--- config.mk ---
export PLATFORM = sky130hd
export DESIGN_NAME = chsw_top
export DESIGN_NICKNAME = d
export VERILOG_FILES = /design/src/design/chsw_mode_ctl.v /design/src/design/chsw_top.v
export VERILOG_INCLUDE_DIRS = /design/src /design/src/design
export SDC_FILE = /design/constraint.sdc
export NUM_CORES = 1
export LEC_CHECK = 0
export BUFFER_PORTS_ARGS = -buffer_cell sky130_fd_sc_hd__buf_2
export CAP_MARGIN = 10
export CORE_MARGIN = 2
export CORE_UTILIZATION = 55
export DETAILED_ROUTE_END_ITERATION = 7
export GPL_ROUTABILITY_DRIVEN = 0
export HOLD_SLACK_MARGIN = 0.06
export PLACE_DENSITY = 0.95
export SLEW_MARGIN = 10
export SYNTH_ARGS = -nofsm -noshare
export SYNTH_HDL_FRONTEND = slang
export SYNTH_SLANG_ARGS = --single-unit
--- constraint.sdc ---
create_clock -name aclk -period 7.5 [get_ports aclk]
set_clock_uncertainty 0.05 [all_clocks]
set_input_delay 1.5 -clock aclk [delete_from_list [all_inputs] [get_ports aclk]]
set_output_delay 1.5 -clock aclk [all_outputs]
set_load 0.005 [all_outputs]
--- src/design/chsw_map.vh ---
// register map, field positions, reset values and widths for the high velocity mode switch
`ifndef CHSW_MAP_VH
`define CHSW_MAP_VH
`define CHSW_ADDR_W        4
`define CHSW_OFF_CTRL      4'h0
`define CHSW_OFF_THRESH    4'h4
`define CHSW_OFF_CHOP      4'h8
`define CHSW_OFF_STATUS    4'hc
`define CHSW_CTRL_FS_BIT   0
`define CHSW_CTRL_CHM_BIT  1
`define CHSW_CTRL_PWM_BIT  2
`define CHSW_CHOP_CHM_BIT  0
`define CHSW_CHOP_DECAY_BIT 1
`define CHSW_CHOP_TOFF_LSB 4
`define CHSW_TOFF_W        4
`define CHSW_TOFF2_W       5
`define CHSW_TSTEP_W       20
`define CHSW_CUR_W         8
`define CHSW_POS_W         10
`define CHSW_POS_45        10'h080
`define CHSW_RST_CTRL      3'h0
`define CHSW_RST_THRESH    20'h00000
`define CHSW_RST_CHOP      6'h00
`define CHSW_RESP_OKAY     2'h0
`define CHSW_RESP_SLVERR   2'h2
`endif

--- src/design/chsw_mode_ctl.v ---
// mode decision: high velocity fullstep, chopper override, pwm gating
`include "chsw_map.vh"
module chsw_mode_ctl (
   // clock and reset
   input  wire                        aclk,
   input  wire                        aresetn,
   // configuration
   input  wire                        fs_en,
   input  wire                        chm_en,
   input  wire                        pwm_en,
   input  wire [`CHSW_TSTEP_W-1:0]    upper_velocity_threshold,
   input  wire                        base_chm,
   input  wire                        base_fast_decay_setting,
   input  wire [`CHSW_TOFF_W-1:0]     base_toff,
   // motion inputs
   input  wire [`CHSW_TSTEP_W-1:0]    step_period,
   input  wire [`CHSW_POS_W-1:0]      elec_pos,
   input  wire                        standstill,
   // outputs
   output reg                         high_vel_ff,
   output reg                         fullstep_ff,
   output reg                         chm_out_ff,
   output reg                         fast_decay_setting_ff,
   output reg  [`CHSW_TOFF2_W-1:0]    toff_out_ff,
   output reg                         pwm_active_ff
);
   wire nxt_high_vel;
   reg  nxt_fullstep;
   reg  nxt_pwm_active;
   wire chm_force;

   assign nxt_high_vel = (step_period <= upper_velocity_threshold);
   assign chm_force    = chm_en & high_vel_ff;

   always @* begin
      nxt_fullstep = fullstep_ff;
      if (!fs_en || !high_vel_ff) begin
         nxt_fullstep = 1'b0;
      end else if (elec_pos == `CHSW_POS_45) begin
         nxt_fullstep = 1'b1;
      end
   end

   always @* begin
      nxt_pwm_active = pwm_active_ff;
      if (!pwm_en) begin
         nxt_pwm_active = 1'b0;
      end else if (!pwm_active_ff && standstill) begin
         nxt_pwm_active = 1'b1;
      end
   end

   always @(posedge aclk) begin
      if (!aresetn) begin
         high_vel_ff           <= 1'b0;
         fullstep_ff           <= 1'b0;
         chm_out_ff            <= 1'b0;
         fast_decay_setting_ff <= 1'b0;
         toff_out_ff           <= {`CHSW_TOFF2_W{1'b0}};
         pwm_active_ff         <= 1'b0;
      end else begin
         high_vel_ff           <= nxt_high_vel;
         fullstep_ff           <= nxt_fullstep;
         chm_out_ff            <= chm_force ? 1'b1 : base_chm;
         fast_decay_setting_ff <= chm_force ? 1'b0 : base_fast_decay_setting;
         toff_out_ff           <= chm_force ? {base_toff, 1'b0}
                                            : {1'b0, base_toff};
         pwm_active_ff         <= nxt_pwm_active;
      end
   end
endmodule // chsw_mode_ctl

--- src/design/chsw_top.v ---
// high velocity chopper and fullstep switch with axi4-lite registers
`include "chsw_map.vh"
module chsw_top (
   // clock and reset
   input  wire                        aclk,
   input  wire                        aresetn,
   // axi4-lite write address
   input  wire [`CHSW_ADDR_W-1:0]     s_axi_awaddr,
   input  wire                        s_axi_awvalid,
   output wire                        s_axi_awready,
   // axi4-lite write data
   input  wire [31:0]                 s_axi_wdata,
   input  wire [3:0]                  s_axi_wstrb,
   input  wire                        s_axi_wvalid,
   output wire                        s_axi_wready,
   // axi4-lite write response
   output reg  [1:0]                  s_axi_bresp,
   output reg                         s_axi_bvalid,
   input  wire                        s_axi_bready,
   // axi4-lite read address
   input  wire [`CHSW_ADDR_W-1:0]     s_axi_araddr,
   input  wire                        s_axi_arvalid,
   output wire                        s_axi_arready,
   // axi4-lite read data
   output reg  [31:0]                 s_axi_rdata,
   output reg  [1:0]                  s_axi_rresp,
   output reg                         s_axi_rvalid,
   input  wire                        s_axi_rready,
   // motion inputs
   input  wire [`CHSW_TSTEP_W-1:0]    step_period,
   input  wire [`CHSW_POS_W-1:0]      elec_pos,
   input  wire                        standstill,
   input  wire [`CHSW_CUR_W-1:0]      table_cur_a,
   input  wire [`CHSW_CUR_W-1:0]      table_cur_b,
   // drive outputs
   output wire                        high_vel,
   output wire                        fullstep,
   output wire                        chm_out,
   output wire                        fast_decay_setting,
   output wire [`CHSW_TOFF2_W-1:0]    toff_out,
   output wire                        pwm_active,
   output reg  [`CHSW_CUR_W-1:0]      target_cur_a_ff,
   output reg  [`CHSW_CUR_W-1:0]      target_cur_b_ff
);
   reg  [2:0]                 ctrl_ff;
   reg  [`CHSW_TSTEP_W-1:0]   thresh_ff;
   reg  [5:0]                 chop_ff;
   reg  [`CHSW_CUR_W-1:0]     fs_cur_a_ff;
   reg  [`CHSW_CUR_W-1:0]     fs_cur_b_ff;
   reg                        aw_held_ff;
   reg                        w_held_ff;
   reg  [`CHSW_ADDR_W-1:0]    awaddr_ff;
   reg  [31:0]                wdata_ff;
   reg  [3:0]                 wstrb_ff;
   wire                       aw_take;
   wire                       w_take;
   wire                       wr_go;
   wire [`CHSW_ADDR_W-1:0]    wr_addr;
   wire [31:0]                wr_data;
   wire [3:0]                 wr_strb;
   wire                       wr_ok;
   reg  [31:0]                rd_word;
   wire [31:0]                status_word;

   function mapped;
      input [`CHSW_ADDR_W-1:0] a;
      begin
         mapped = (a == `CHSW_OFF_CTRL) || (a == `CHSW_OFF_THRESH) ||
                  (a == `CHSW_OFF_CHOP) || (a == `CHSW_OFF_STATUS);
      end
   endfunction

   // write channels taken in either order, response after both
   assign s_axi_awready = !aw_held_ff && !s_axi_bvalid;
   assign s_axi_wready  = !w_held_ff && !s_axi_bvalid;
   assign aw_take = s_axi_awvalid && s_axi_awready;
   assign w_take  = s_axi_wvalid && s_axi_wready;
   assign wr_go   = (aw_held_ff || aw_take) && (w_held_ff || w_take);
   assign wr_addr = aw_held_ff ? awaddr_ff : s_axi_awaddr;
   assign wr_data = w_held_ff ? wdata_ff : s_axi_wdata;
   assign wr_strb = w_held_ff ? wstrb_ff : s_axi_wstrb;
   assign s_axi_arready = !s_axi_rvalid;
   // unmapped addresses and the read-only status refuse writes
   assign wr_ok = mapped(wr_addr) && (wr_addr != `CHSW_OFF_STATUS);

   // a write lands with its response, once both halves are in
   always @(posedge aclk) begin
      if (!aresetn) begin
         aw_held_ff   <= 1'b0;
         w_held_ff    <= 1'b0;
         awaddr_ff    <= {`CHSW_ADDR_W{1'b0}};
         wdata_ff     <= 32'h00000000;
         wstrb_ff     <= 4'h0;
         s_axi_bvalid <= 1'b0;
         s_axi_bresp  <= `CHSW_RESP_OKAY;
         ctrl_ff      <= `CHSW_RST_CTRL;
         thresh_ff    <= `CHSW_RST_THRESH;
         chop_ff      <= `CHSW_RST_CHOP;
      end else begin
         if (s_axi_bvalid && s_axi_bready) begin
            s_axi_bvalid <= 1'b0;
         end
         if (wr_go) begin
            aw_held_ff   <= 1'b0;
            w_held_ff    <= 1'b0;
            s_axi_bvalid <= 1'b1;
            s_axi_bresp  <= wr_ok ? `CHSW_RESP_OKAY : `CHSW_RESP_SLVERR;
            if (wr_addr == `CHSW_OFF_CTRL && wr_strb[0]) begin
               ctrl_ff <= wr_data[2:0];
            end
            if (wr_addr == `CHSW_OFF_CHOP && wr_strb[0]) begin
               chop_ff <= {wr_data[7:4], wr_data[1:0]};
            end
            if (wr_addr == `CHSW_OFF_THRESH) begin
               if (wr_strb[0]) thresh_ff[7:0]   <= wr_data[7:0];
               if (wr_strb[1]) thresh_ff[15:8]  <= wr_data[15:8];
               if (wr_strb[2]) thresh_ff[19:16] <= wr_data[19:16];
            end
         end else begin
            if (aw_take) begin
               aw_held_ff <= 1'b1;
               awaddr_ff  <= s_axi_awaddr;
            end
            if (w_take) begin
               w_held_ff <= 1'b1;
               wdata_ff  <= s_axi_wdata;
               wstrb_ff  <= s_axi_wstrb;
            end
         end
      end
   end

   // status: toff in [10:6], flags in [4:0]
   assign status_word = {21'h000000, toff_out, 1'b0, pwm_active, fast_decay_setting,
                         chm_out, fullstep, high_vel};

   always @* begin
      rd_word = 32'h00000000;
      case (s_axi_araddr)
         `CHSW_OFF_CTRL: begin
            rd_word = {29'h00000000, ctrl_ff};
         end
         `CHSW_OFF_THRESH: begin
            rd_word = {12'h000, thresh_ff};
         end
         `CHSW_OFF_CHOP: begin
            rd_word = {24'h000000, chop_ff[5:2], 2'h0, chop_ff[1:0]};
         end
         `CHSW_OFF_STATUS: begin
            rd_word = status_word;
         end
         default: begin
            rd_word = 32'h00000000;
         end
      endcase
   end

   // read data registered with the address handshake
   always @(posedge aclk) begin
      if (!aresetn) begin
         s_axi_rvalid <= 1'b0;
         s_axi_rdata  <= 32'h00000000;
         s_axi_rresp  <= `CHSW_RESP_OKAY;
      end else if (s_axi_arvalid && s_axi_arready) begin
         s_axi_rvalid <= 1'b1;
         s_axi_rdata  <= rd_word;
         s_axi_rresp  <= mapped(s_axi_araddr) ? `CHSW_RESP_OKAY : `CHSW_RESP_SLVERR;
      end else if (s_axi_rvalid && s_axi_rready) begin
         s_axi_rvalid <= 1'b0;
      end
   end

   chsw_mode_ctl u_mode (
      .aclk                     (aclk),
      .aresetn                  (aresetn),
      .fs_en                    (ctrl_ff[`CHSW_CTRL_FS_BIT]),
      .chm_en                   (ctrl_ff[`CHSW_CTRL_CHM_BIT]),
      .pwm_en                   (ctrl_ff[`CHSW_CTRL_PWM_BIT]),
      .upper_velocity_threshold (thresh_ff),
      .base_chm                 (chop_ff[`CHSW_CHOP_CHM_BIT]),
      .base_fast_decay_setting  (chop_ff[`CHSW_CHOP_DECAY_BIT]),
      .base_toff                (chop_ff[5:2]),
      .step_period              (step_period),
      .elec_pos                 (elec_pos),
      .standstill               (standstill),
      .high_vel_ff              (high_vel),
      .fullstep_ff              (fullstep),
      .chm_out_ff               (chm_out),
      .fast_decay_setting_ff    (fast_decay_setting),
      .toff_out_ff              (toff_out),
      .pwm_active_ff            (pwm_active)
   );

   // latch table currents at 45 degrees; use them while in fullstep
   always @(posedge aclk) begin
      if (!aresetn) begin
         fs_cur_a_ff     <= {`CHSW_CUR_W{1'b0}};
         fs_cur_b_ff     <= {`CHSW_CUR_W{1'b0}};
         target_cur_a_ff <= {`CHSW_CUR_W{1'b0}};
         target_cur_b_ff <= {`CHSW_CUR_W{1'b0}};
      end else begin
         if (elec_pos == `CHSW_POS_45) begin
            fs_cur_a_ff <= table_cur_a;
            fs_cur_b_ff <= table_cur_b;
         end
         target_cur_a_ff <= fullstep ? fs_cur_a_ff : table_cur_a;
         target_cur_b_ff <= fullstep ? fs_cur_b_ff : table_cur_b;
      end
   end
endmodule // chsw_top

==> results by group <==
Clock tree
  – Setup Buffers After CTS: 0
  – Clock Sink Count: 124
  – Post-CTS Resized: 0
  – Clock Root Buffer: clkbuf_8
  – Clock latency on the worst-skew pair: 0.53 ns
  – Clock-pin slew reported for the worst setup and hold paths after clock tree synthesis: 0.06 ns
  – CTS max path bufs: 2
  – Hold buffer count at cts: 0
  – CTS Buf Count: 17
  – TritonCTS clock tree: built
  – Max H-tree Level: 4

Synthesis
  – Sequential area share after synthesis: 0.458
  – Largest family of logic cells by synthesized area: simple AND/OR/NAND/NOR gates
  – Area share of xor/xnor cells in the synthesized design: 0
  – Synth top area cells: dfxtp_1, mux2i_1, nor2_1
  – Syn avg cell area: 9.00 µm²
  – Synth Instances: 602
  – Synth top area share: 0.458
  – Post-synthesis adder-cell area fraction: 0.0462
  – Compound-Gate Fraction of Synth Area: 0.136
  – Post-synthesis simple-gate area fraction: 0.164
  – Mux contribution to synthesized area: 0.131
  – Distinct cells, synth: 39
  – FF+latch count, synth: 124
  – Synthesized area: 5420 µm²
  – Yosys top cell by area: dfxtp_1
  – Syn. warnings: 0

Layout
  – Multi-input gate area: 2640 µm²
  – Ant. Diodes: 0
  – Fin cells: 870
  – Reg area: 2480 µm²
  – Nets: 842
  – Filler cell count: 695
  – Layout area overhead: 23.8%
  – Share of layout cells above drive strength 1: 0.254

Flow run
  – Max Cap Viol: 0

Worst setup path
  – Kind of critical path: in2reg
  – CP required: 7.81 ns
  – Reg2reg path depth: 5
  – CP dominant cell by count: a211oi_1
  – CP Capture Type: register
  – CP max FO: 16
  – CP cell instances: buf_2 > or3_1 > a222oi_1 > nand3_1 > a211oi_1 > a211oi_1
  – Startpoint types: input pin
  – Worst Path Arrival: 4.02 ns
  – Slowest stage delay, CP: 0.72 ns
  – Crit-path slowest cell: a222oi_1

STA
  – Final period utilization: 0.495
  – Achievable Freq: 269 MHz
  – Unrepaired setup endpoints after global routing: no
  – Least-Margin Pin Slew: 1.05 ns
  – Slew Viols, Final: 0
  – Setup TNS Final: 0 ns
  – Worst slew margin: 0.301
  – Hold Fails Final Rpt: 0
  – Final Setup Violations: 0
  – Min Tclk post-route: 3.71 ns

Drt
  – Initial DRC count: 331
  – Iteration count of the initial detailed-routing pass: 5
  – Total number of vias: 4856
  – Drc violations: 0
  – Drt via density: 5.58
  – Total Wirelength: 14.0 mm
  – Avg WL per Cell: 16.1 µm
  – Antenna viol nets, final: 0

Die
  – Core ar.: 9680 µm²
  – Top Ports: 165
  – Chip height: 103 µm
  – Die area: 10700 µm²
  – DIE WIDTH: 103 µm
  – Num rows: 36
  – Initial Utilization: 0.559

Placement
  – Port Buffers: 137
  – Cells after DPL: 838
  – HPWL Detailed: 9.81 mm

GRT
  – Total track usage: 0.264
  – Global route overflow: 0
  – Pin count of the biggest net entering global routing: 98
  – Number of global-route vias before repair: 4566
  – First-pass GRT wire length: 21.5 mm
  – Initial antenna violation count: 0

Power and ir drop
  – Power Density: 248 nW/µm²
  – Static Leak: 3.00 nW
  – VDD IR max: 0.154 mV
  – Tot Pwr: 1.66 mW

Min path
  – Hold Path Depth: 2
  – Hold Crit Class: reg2reg

Outcome
  – Status: completed
[Yosys cell counts]
cell	n
o211a_1	1
nand3_1	13
a32o_1	1
nand2_1	58
or3_1	1
a22oi_1	16
nand3b_1	3
ha_1	20
inv_1	27
dfxtp_1	124
buf_4	14
nand2b_1	4
a221oi_1	1
mux2i_1	52
nor2_1	82
and3b_1	1
conb_1	1
mux2_2	13
nor4_1	1
a211oi_1	32
a32oi_1	1
and2_1	2
a222oi_1	1
inv_2	1
a21oi_1	48
buf_1	6
clkbuf_1	29
o21a_1	1
nor3_1	7
o22ai_1	1
o211ai_1	1
mux4_2	2
o21ai_0	8
nor2b_1	15
and3_1	3
nor4b_1	1
or3b_1	1
a22o_1	3
and4_1	6
[cells by family (layout without fill, tap and decap cells)]
group                    after synthesis  count (layout)
AND/OR/NAND/NOR                      198             198
AO/OA/AOI/OAI                        115             115
adder cells (fa/ha/maj)               20              20
other                                  1              14
flip-flops                           124             124
multiplexers                          67              67
buffers and inverters                 77             199
[power by group]
group,internal [mW],switching (mW),leakage [nW]
Combinational,0.0609,0.0862,1.71
Clock,0.525,0.301,0.290
Sequential,0.678,0.0123,1.01
[registers in the layout, indices dropped and copies added, names as in the netlist, 5 cells and up]
signal              cells
u_mode.toff_out_ff      5
fs_cur_a_ff             8
chop_ff                 6
fs_cur_b_ff             8
target_cur_a_ff         8
s_axi_rdata            20
wdata_ff               20
thresh_ff              20
target_cur_b_ff         8
[layout make-up]
type | count | area share
clock buffers | 19 | 0.0659
repair buffers | 139 | 0.105
well taps | 133 | 0.0248
multi-input cells | 414 | 0.394
clock inverters | 13 | 0.0248
inverters | 28 | 0.0159
flip-flops and latches | 124 | 0.370
[placed cells by master, fill, tap and decap left out, drive strengths merged, types with 2 or more instances in the layout]
master,instances
buf,139
nor3,7
o21ai,8
bufinv,3
nand2b,4
and2,2
mux2i,52
ha,20
nand3b,3
inv,28
and4,6
and3,3
mux4,2
conb,14
a21oi,48
mux2,13
nor2,82
nor2b,15
a211oi,32
clkinvlp,3
clkinv,7
a22o,3
clkbuf,19
nand3,13
a22oi,16
nand2,58
dfxtp,124
[critical path, delay by kind of cell]
kind,cells,cell delay (ns)
AOI/OAI and AO/OA,3,1.39
and+or+nand+nor,2,1.02
buffers and inverters,1,0.10
[per-stage QoR]
step	instance area [µm²]	hold slack, ns	setup WS (ns)	util
finish	6700	0.406	3.79	0.692
global route	6700	0.421	3.62	0.692
CTS	6700	0.407	3.87	0.692
detailed placement	6100	0.397	3.32	0.629
global placement	6100	0.388	3.38	0.629
floorplan	5460	0.383	4.10	-
[final timing paths]
| path | from | end | slack (ns) |
|---|---|---|---|
| min | wstrb_ff[0]$_SDFFE_PN0P_ | wstrb_ff[0]$_SDFFE_PN0P_ | 0.41 |
| max reg2reg | aw_held_ff$_SDFFE_PP0P_ | thresh_ff[10]$_SDFFE_PN0P_ | 4.27 |
| max | s_axi_awaddr[0] | thresh_ff[10]$_SDFFE_PN0P_ | 3.79 |
| min reg2reg | wstrb_ff[0]$_SDFFE_PN0P_ | wstrb_ff[0]$_SDFFE_PN0P_ | 0.41 |
[per-layer routing]
| metal | up-vias | global-route usage | wire [µm] |
|---|---|---|---|
| met2 | 202 | 0.448 | 6990 |
| met4 | 0 | 0.131 | 455 |
| met3 | 38 | 0.0659 | 820 |
| li1 | 2306 | - | - |
| met5 | - | 0 | 0 |
| met1 | 2310 | 0.314 | 5740 |
Power figures use the tool's default switching activity.
